**src/common/sdf_pkg.sv**
```systemverilog
// Package of constants for the serial audio input deformatter
//
// Operation
// - Accept LJ, I2S, RJ; 16/18/20/24-bit words
// - LJ/RJ: frame clock high means left
// - I2S is code 0; frame clock low means left; unused code 3 decodes as LJ
// - Data sampled on bit clock rising edge
// - RJ: MSB follows slot so LSB ends it
// - I2S: MSB one bit clock after transition
// - LJ: MSB at first bit clock, no delay
package sdf_pkg;

    // ------------------------------------------------------------
    // Framing formats
    // ------------------------------------------------------------
    typedef enum logic [1:0] {
        SDF_FMT_I2S,
        SDF_FMT_LJ,
        SDF_FMT_RJ
    } sdf_fmt_type;

    // ------------------------------------------------------------
    // Word width codes
    // ------------------------------------------------------------
    localparam logic [1:0] SDF_WL_16 = 2'h0; // 16-bit words
    localparam logic [1:0] SDF_WL_18 = 2'h1; // 18-bit words
    localparam logic [1:0] SDF_WL_20 = 2'h2; // 20-bit words
    localparam logic [1:0] SDF_WL_24 = 2'h3; // 24-bit words

    // ------------------------------------------------------------
    // Sizes and reset values
    // ------------------------------------------------------------
    localparam int SDF_MAX_BITS = 24;           // Widest sample word
    localparam int SDF_CNT_W = 6;               // Bit counter width, 64-bit-clock frames
    localparam int SDF_SLOT_BITS = 32;          // Bit clocks per channel slot
    localparam int SDF_FIFO_DEPTH = 4;          // Sample-pair buffer depth
    localparam logic [23:0] SDF_WORD_RST = 24'h000000; // Shift register reset

endpackage : sdf_pkg

```
**src/sdf_deformatter.sv**
```systemverilog
// Serial audio input deformatter with sample-pair FIFO
`timescale 1ns/1ns

// ----------------------------------------------------------------
// Sample-pair FIFO
// ----------------------------------------------------------------
module sdf_fifo #(
    parameter int WIDTH = 48,
    parameter int DEPTH = 4
) (
    // Clock and reset
    input wire logic clk,
    input wire logic rst_n,
    input wire logic ce,
    // Fill side
    input wire logic in_valid,
    output logic in_ready,
    input wire logic [WIDTH-1:0] in_data,
    // Drain side
    output logic out_valid,
    input wire logic out_ready,
    output logic [WIDTH-1:0] out_data
);
    localparam int AW = (DEPTH > 1) ? $clog2(DEPTH) : 1;

    logic [WIDTH-1:0] mem_q [DEPTH];   // Storage array
    logic [AW-1:0] wr_q;               // Write index
    logic [AW-1:0] rd_q;               // Read index
    logic [AW:0] cnt_q;                // Fill level
    logic do_wr;
    logic do_rd;

    // Level is one bit wider than the index, so compare at that width
    assign in_ready = (cnt_q != (AW+1)'(DEPTH)) ? 1'b1 : 1'b0;
    assign out_valid = (cnt_q != '0);
    assign out_data = mem_q[rd_q];
    assign do_wr = ce && in_valid && in_ready;
    assign do_rd = ce && out_valid && out_ready;

    // Storage write, no reset needed on data
    always_ff @(posedge clk) begin
        if (do_wr) begin
            mem_q[wr_q] <= in_data;
        end
    end

    // Pointers and level
    always_ff @(posedge clk) begin
        if (!rst_n) begin
            wr_q <= '0;
            rd_q <= '0;
            cnt_q <= '0;
        end else begin
            if (do_wr) begin
                wr_q <= (wr_q == AW'(DEPTH - 1)) ? '0 : wr_q + 1'b1;
            end
            if (do_rd) begin
                rd_q <= (rd_q == AW'(DEPTH - 1)) ? '0 : rd_q + 1'b1;
            end
            // Simultaneous push and pop leaves level unchanged
            if (do_wr && !do_rd) begin
                cnt_q <= cnt_q + 1'b1;
            end else if (do_rd && !do_wr) begin
                cnt_q <= cnt_q - 1'b1;
            end
        end
    end
endmodule : sdf_fifo

// ----------------------------------------------------------------
// Deformatter top
// ----------------------------------------------------------------
module sdf_deformatter #(
    parameter int DEPTH = sdf_pkg::SDF_FIFO_DEPTH
) (
    // Clock, reset, enable
    input wire logic clk,
    input wire logic rst_n,
    input wire logic ce,
    // Configuration
    input wire logic [1:0] fmt_sel,
    input wire logic [1:0] wlen_sel,
    // Serial pins
    input wire logic bit_clk,
    input wire logic frame_clk,
    input wire logic ser_data,
    // Sample pair to encoder
    output logic pair_valid,
    input wire logic pair_ready,
    output logic [sdf_pkg::SDF_MAX_BITS-1:0] left_word,
    output logic [sdf_pkg::SDF_MAX_BITS-1:0] right_word,
    // Status
    output logic overrun
);
    localparam int W = sdf_pkg::SDF_MAX_BITS;

    // Pin synchronisers: stage one feeds stage two only
    logic [2:0] s1_q;
    logic [2:0] s2_q;
    logic bclk_prev_q;                 // Previous synced bit clock
    logic lr_prev_q;                   // Frame clock at previous rise
    logic [sdf_pkg::SDF_CNT_W-1:0] pos_q; // Bit clocks since frame edge
    logic [W-1:0] shift_q;             // Current channel word
    logic [W-1:0] left_q;              // Captured left word
    logic push_q;                      // Pair ready to push
    logic rseen_q;                     // A right slot began since reset
    logic [W-1:0] pl_q;
    logic [W-1:0] pr_q;
    logic fifo_in_ready;
    logic fifo_out_valid;
    logic [2*W-1:0] fifo_out;
    logic rise;
    logic lr_now;
    logic sd_now;
    logic lr_edge;
    logic is_left;
    logic [5:0] wbits;
    logic [5:0] start;
    logic [5:0] idx;
    logic take;

    // Two-flop capture of the external pins
    always_ff @(posedge clk) begin
        if (!rst_n) begin
            s1_q <= 3'h0;
            s2_q <= 3'h0;
            bclk_prev_q <= 1'b0;
        end else if (ce) begin
            s1_q <= {bit_clk, frame_clk, ser_data};
            s2_q <= s1_q;
            bclk_prev_q <= s2_q[2];
        end
    end

    assign rise = s2_q[2] && !bclk_prev_q;
    assign lr_now = s2_q[1];
    assign sd_now = s2_q[0];
    assign lr_edge = (lr_now != lr_prev_q);

    // Channel polarity by format
    always_comb begin
        if (fmt_sel == 2'(sdf_pkg::SDF_FMT_I2S)) begin
            is_left = !lr_now;
        end else begin
            is_left = lr_now;
        end
    end

    // Word width decode
    always_comb begin
        case (wlen_sel)
            sdf_pkg::SDF_WL_16: wbits = 6'd16;
            sdf_pkg::SDF_WL_18: wbits = 6'd18;
            sdf_pkg::SDF_WL_20: wbits = 6'd20;
            default: wbits = 6'd24;
        endcase
    end

    // First bit position of the MSB within the slot
    always_comb begin
        case (fmt_sel)
            2'(sdf_pkg::SDF_FMT_I2S): start = 6'd1;
            2'(sdf_pkg::SDF_FMT_RJ): start = 6'(sdf_pkg::SDF_SLOT_BITS) - wbits;
            default: start = 6'd0;
        endcase
    end

    // Position of this bit: zero on the rise that sees a frame edge
    assign idx = lr_edge ? 6'd0 : pos_q + 1'b1;
    // Only bits inside the word window are kept
    assign take = (idx >= start) && (idx < start + wbits);

    // Bit counter and shift register, advanced on bit clock rises
    always_ff @(posedge clk) begin
        if (!rst_n) begin
            pos_q <= '0;
            lr_prev_q <= 1'b0;
            shift_q <= sdf_pkg::SDF_WORD_RST;
            left_q <= sdf_pkg::SDF_WORD_RST;
        end else if (ce && rise) begin
            lr_prev_q <= lr_now;
            pos_q <= (idx == 6'h3f) ? idx : idx;
            if (lr_edge) begin
                // Slot ended: a finished left word is filed in left_q
                if (!is_left) begin
                    left_q <= shift_q;
                end
                shift_q <= take ? W'(sd_now) : '0;
            end else if (take) begin
                shift_q <= {shift_q[W-2:0], sd_now};
            end
        end
    end

    // Pair hand-off when the right word closes
    always_ff @(posedge clk) begin
        if (!rst_n) begin
            push_q <= 1'b0;
            rseen_q <= 1'b0;
            pl_q <= '0;
            pr_q <= '0;
            overrun <= 1'b0;
        end else if (ce) begin
            push_q <= 1'b0;
            if (rise && lr_edge && !is_left) begin
                // A right word will close from here on
                rseen_q <= 1'b1;
            end
            // No pair until a right word was captured after reset
            if (rise && lr_edge && is_left && rseen_q) begin
                // New left slot starts: right word just finished
                push_q <= 1'b1;
                pl_q <= left_q;
                pr_q <= shift_q;
                // Buffer full drops the pair and flags it
                if (!fifo_in_ready) begin
                    overrun <= 1'b1;
                end
            end
        end
    end

    sdf_fifo #(
        .WIDTH(2 * W),
        .DEPTH(DEPTH)
    ) fifo_i (
        .clk(clk),
        .rst_n(rst_n),
        .ce(ce),
        .in_valid(push_q),
        .in_ready(fifo_in_ready),
        .in_data({pl_q, pr_q}),
        .out_valid(fifo_out_valid),
        .out_ready(pair_ready && !pair_valid),
        .out_data(fifo_out)
    );

    // Registered output stage
    always_ff @(posedge clk) begin
        if (!rst_n) begin
            pair_valid <= 1'b0;
            left_word <= '0;
            right_word <= '0;
        end else if (ce) begin
            if (pair_valid && pair_ready) begin
                pair_valid <= 1'b0;
            end else if (!pair_valid && fifo_out_valid && pair_ready) begin
                pair_valid <= 1'b1;
                left_word <= fifo_out[2*W-1:W];
                right_word <= fifo_out[W-1:0];
            end
        end
    end
endmodule : sdf_deformatter

```
**config.mk**
```make
export PLATFORM = sky130hd
export DESIGN_NAME = sdf_deformatter
export DESIGN_NICKNAME = d
export VERILOG_FILES = /design/src/common/sdf_pkg.sv /design/src/sdf_deformatter.sv
export SDC_FILE = /design/constraint.sdc
export NUM_CORES = 1
export LEC_CHECK = 0
export BUFFER_PORTS_ARGS = -buffer_cell sky130_fd_sc_hd__buf_2
export CORE_MARGIN = 2
export CORE_UTILIZATION = 45
export DETAILED_ROUTE_END_ITERATION = 12
export GPL_TIMING_DRIVEN = 1
export PLACE_DENSITY = 0.61
export SYNTH_ARGS = -nofsm -noshare
export SYNTH_HDL_FRONTEND = slang
export SYNTH_SLANG_ARGS = --single-unit
```
**constraint.sdc**
```tcl
create_clock -name clk -period 7.1 [get_ports clk]
set_input_delay 1.42 -clock clk [delete_from_list [all_inputs] [get_ports clk]]
set_output_delay 1.42 -clock clk [all_outputs]
set_load 0.005 [all_outputs]
```
## After elaboration in Yosys (flattened, before gate mapping)

Memory sizes are Yosys's and may differ from the RTL's. A register that Yosys moved wholly into a read port is not among the register bits.
Index checks and enable logic that the tools add are counted.

- Word-level logic and storage cells: 90
- Bits of input ports: 11
- Bits in read-only memories: 0
- Memories kept: 1
- Output and inout bits: 50
- Register bits after elaboration: 121
- RAM bits: 192
- Latch bits: 0

- Muxes and demuxes: 17
- Divide/modulo/power cells: 0
- Reduce and logical (&&, ||, !) cells: 37
- Bitwise logic cells: 3
- Multiply operators: 0
- Equal/unequal tests: 7
- $lt $le $gt $ge: 2
- Shift operators: 0
- $add $sub $neg: 7

Memories:

| memory | words | width | rd ports | clocked after Yosys merged registers in | wr ports | RTL line | source |
|---|---|---|---|---|---|---|---|
| fifo_i.mem_q | 4 | 48 | 1 | 1 | 1 | sdf_deformatter.sv:26 | `logic [WIDTH-1:0] mem_q [DEPTH];` |

Operators with widths:

| operator | number |
|---|---|
| 24-bit two-way mux | 2 |
| 1-bit logical AND | 17 |
| 4-bit one-hot mux with 3 select lines | 1 |
| 6-bit one-hot mux with 2 select lines | 1 |
| 3-bit AND reduction | 3 |
| 2-bit equality test, second input constant | 4 |
| 1-bit two-way mux | 8 |
| 2-bit AND reduction | 4 |
| 1-bit zero test | 7 |
| 6-bit by 1-bit adder with 6-bit output, second input constant | 1 |
| 6-bit adder | 1 |
| 6-bit greater-or-equal comparator | 1 |
| 6-bit less-than comparator | 1 |
| 3-bit two-way mux | 2 |
| 6-bit two-way mux | 1 |
| 2-bit nonzero test | 3 |
| 6-bit subtractor, first input constant | 1 |
| 2-bit by 1-bit adder with 2-bit output, second input constant | 2 |
| 2-bit zero test | 2 |
| 2-bit two-way mux | 2 |
| 3-bit by 1-bit adder with 3-bit output, second input constant | 1 |
| 3-bit inequality test, second input constant | 1 |
| 1-bit NOT | 3 |
| 3-bit nonzero test | 1 |
| 3 further kinds | 3 |

## Logic depth before layout (Yosys ltp)

- Depth in word-level cells: 9
- Gate-level depth with buffers: 17
- Depth with buffers taken out: 14

## Cells and area by module

Synthesis repeated with hierarchy kept, for this count alone.

- Cell total of the unflattened synthesis: 1,022
- Area, all modules: 13,751.9 µm²

Modules (own cells, without submodules):

| module | area each (µm²) | cells an instance | instances | sequential area each (µm²) |
|---|---|---|---|---|
| sdf_fifo | 7,380.8 | 301 | 1 | 5,945.7 |
| sdf_deformatter | 6,371.1 | 721 | 1 | 3,243.1 |

## Worst setup path before layout

Ideal clock, no wire load.

- Path kind: input -> register
- Start: input fmt_sel[1]
- End: register shift_q[10]
- Setup slack: 3.221 ns
- Buffers on the path: 2
- Required time: 6.983 ns
- Stages on the path: 16
- Data arrival time: 3.762 ns
- Library setup time: 0.117 ns
- Path through: nor2b_1 -> clkbuf_1 -> inv_1 -> nand2_1 -> nand2_1 -> ha_1 -> a31oi_1 -> xnor2_1 -> ha_1 -> o21a_1 -> o31ai_1 -> a21oi_1 -> a311oi_2 -> o21ai_1 -> buf_2 -> a22o_1

- Word-level cells in the longest chain between the ends: 7
- Elaborated cells on any way between the ends: 9
- Classes of those cells: add/sub (1); order compare (2); eq/ne (1); mux (1); reduce/logical (4)

RTL lines:

| item | RTL line | source |
|---|---|---|
| from (decl) | sdf_deformatter.sv:81 | `input wire logic [1:0] fmt_sel,` |
| 2-bit equality test / 2-bit zero test (equally long branches) | sdf_deformatter.sv:161 | `case (fmt_sel)` |
| 6-bit one-hot mux with 2 select lines (*) | sdf_deformatter.sv:161 |  |
| 6-bit adder | sdf_deformatter.sv:171 | `assign take = (idx >= start) && (idx < start + wbits);` |
| 6-bit less-than comparator | sdf_deformatter.sv:171 |  |
| 1-bit logical AND (*) | sdf_deformatter.sv:171 |  |
| 2-bit nonzero test (no source line) (*) | - |  |
| 2-bit AND reduction (no source line) (*) | - |  |
| to (signal assigned) | sdf_deformatter.sv:178 | `shift_q <= sdf_pkg::SDF_WORD_RST;` |
| to (signal assigned) | sdf_deformatter.sv:188 | `shift_q <= take ? W'(sd_now) : '0;` |
| to (signal assigned) | sdf_deformatter.sv:190 | `shift_q <= {shift_q[W-2:0], sd_now};` |
| to (decl) | sdf_deformatter.sv:103 | `logic [W-1:0] shift_q;` |

Mark *: on every way between the ends. The rest lies on a longest branch, timed or not.
A chain may end at the register's enable or synchronous reset.

## Worst setup path after layout

- Start: input fmt_sel[1]
- End: register shift_q[12]

Same word-level chain as after synthesis.

==> qor.csv <==
metric,value,unit
status,completed,
DRC errors left,0,
CP Launch Type,input pin,
Core ar.,29800,µm²
period utilization,58.4,%
P_int,3.39,mW
clock buffer count from CTS,39,
placed cell areas,14300,µm²
sequential share of power,51.9,%
post-cts hold buffer count,0,
maximum clock rate,0.241,GHz
Top delay family on crit path,simple AND/OR/NAND/NOR gates,
min setup slack post-route,2.95,ns
cells along the critical path,"buf_2, nor2b_1, inv_1, nand2_1, nand2_1, ha_1, a31oi_1, xnor2_1, ha_1, o21a_1, o31ai_1, a21oi_1, a311oi_2, and4_1, a22o_1",
Via density,5.12,
wire length per cell,16.8,µm
Top Ports,61,
Comb pwr share,1.3,%
Layout Cells excl Fill,1485,
Clk Tree Root Cell,clkbuf_16,
largest area contributor in the netlist,edfxtp_1,
routability cong.,0.798,
Post-Syn Area per Cell,13.5,µm²
"Min Clock Period, post-route",4.15,ns
Layout Cell Area excl Fill,15600,µm²
Switch Pwr,806,µW
Tightest Pin Transition,1.06,ns
final net count,1099,
Filler cells,2558,
grt ovf,0,
final hold vios,0,
CP max stage delay,0.75,ns
post-synthesis cell count,1016,
"FF+latch count, synth",361,
setup violators final,0,
post-route clock skew,0.00737,ns
leak pwr,5.51,nW
placed insts,1414,
pin count of the biggest net entering global routing,97,
Yosys top cell area share,42.1,%
crit path max fanout,23,
Die W,178,µm
# port buffers,60,
crit path max-delay cell type,and4_1,
drt pass-1 iters,4,
setup_tns,0,ns
CP Capture Type,register,
total power,4.20,mW
switching share of power,19.2,%
Multi-input gate area,4220,µm²
VDD IR max,0.000140,V
pwr/cell area,270,nW/µm²
vias,7609,
global-route wire length before repair,40.9,mm
Yosys cell types,44,
final core utilization,52.3,%
HPWL Detailed,14.2,mm
Worst Path Required,7.55,ns
share of cells above drive strength 1,17.7,%
row count,63,
register area,9150,µm²
initial antenna violation count,0,
"worst slack, placed",2.47,ns
post-CTS setup buffer count,0,
Synth Cell Area,13700,µm²
Num Clock Sinks,361,
crit path kind,input pin to register,
synth top area cells,"edfxtp_1, dfxtp_1, mux4_2, nand2_1, a21boi_0",
# H-tree levels,2,
"Clk pin slew, worst setup/hold paths",0.06,ns
vias in the first global route,7579,
final hold slack,0.451,ns
TritonCTS clock tree,built,
Detail Route Antenna Nets,0,
Syn Nets,1050,
initial core utilization,45.9,%
WL final,25.0,mm
unrepaired setup endpoints after global routing,no,
worst-skew pair later-pin latency,0.51,ns
HP Class,register to register,
CP arrival,4.60,ns
GR Util All Layers,16.4,%
synthesis-to-layout area growth,13.8,%
Synth Warn #,0,
Bufs and invs on worst path,2,
Clk network pwr share,46.8,%
register area share after synthesis,66.9,%
clk buf depth,3,
ant diodes,0,
initial drt markers,479,
PostCTS Resize Cnt,0,
Die H,178,µm
max_cap viols,0,
die area,31800,µm²
"Slew Viols, Final",0,
Slew headroom,29.1,%
power groups by stage:
| stage | combinational, mW | sequential [mW] | clock, mW |
|---|---|---|---|
| after floorplan | 0.0413 | 2.22 | 0 |
| after global placement | 0.0530 | 2.22 | 0 |
| after detailed placement | 0.0534 | 2.22 | 0 |
| after CTS | 0.0538 | 2.18 | 2.02 |
| after global routing | 0.0595 | 2.18 | 2.10 |
| final | 0.0534 | 2.18 | 1.97 |
cell usage in the layout (no fill, tap or decap), drive strengths merged, types with 8 or more instances in the layout:
master and instances:
nand2 265, nor2b 14, mux2i 10, buf 71, edfxtp 192, clkbuf 61
a22o 23, dfxtp 169, a21boi 129, nor2 10, mux4 48, ha 22
inv 13, clkinv 8
cell families (layout without fill, tap and decap cells):
family	after synthesis	after routing	synth area share (%)
muxes	58	58	8.63
AOI/OAI and AO/OA	171	171	9.48
buffers and inverters	74	153	2.41
xor gates and xnor gates	10	10	0.777
DFF	361	361	66.9
adders and majority gates	23	23	2.16
and+or+nand+nor	319	319	9.66
flip-flops by register name, indices dropped and copies added (netlist names), 6 cells and up:
name          cells
pr_q             24
fifo_i.mem_q    192
left_q           24
shift_q          24
right_word       24
pos_q             6
left_word        24
pl_q             24
final timing paths:
path	start	endpoint	slack (ns)	cells after the start
worst min-delay path	left_word[11]$_SDFFE_PN0P_	left_word[11]$_SDFFE_PN0P_	0.45	2
worst max register to register	fifo_i.cnt_q[0]$_SDFFE_PN0P_	fifo_i.cnt_q[2]$_SDFFE_PN0P_	3.92	11
worst min register to register	left_word[11]$_SDFFE_PN0P_	left_word[11]$_SDFFE_PN0P_	0.45	2
worst max-delay path	fmt_sel[1]	shift_q[12]$_SDFFE_PN0P_	2.95	15
worst min-delay path, delay by kind of cell, from the launching register on:
family	cells	cell delay (ns)
compound gates	1	0.05
flops	1	0.30
simple gates	1	0.05
Yosys cell counts, drive strengths merged:
cell,count
nand2,265
edfxtp,192
dfxtp,169
a21boi,129
mux4,48
clkbuf,38
buf,25
a22o,23
ha,22
nor2b,14
inv,11
mux2i,10
nor2,10
and2,7
o21ai,7
nor3,6
xor2,6
nand3,5
nand2b,4
o21a,4
xnor2,4
a21oi,3
and3,2
o211ai,2
a311oi,1
a31oi,1
and3b,1
and4,1
fa,1
nand3b,1
nand4,1
nor3b,1
o31ai,1
or3,1
cell type report:
cell class / count / area share, %
clock buffers: 61 / 7.92
flip-flops and latches: 361 / 58.8
repair buffers: 71 / 2.48
multi-input cells: 581 / 27.1
inverters: 11 / 0.265
well taps: 390 / 3.13
clock inverters: 10 / 0.329
routing by layer:
| layer | track usage, % | part of all wire [%] | vias up |
|---|---|---|---|
| met3 | 3.11 | 3.5 | 33 |
| met5 | 0 | 0 | - |
| met4 | 4.23 | 1.6 | 0 |
| met2 | 27.6 | 49 | 101 |
| met1 | 22.0 | 46 | 3743 |
| li1 | - | - | 3732 |
No activity file was read; power rests on OpenSTA's default activity.
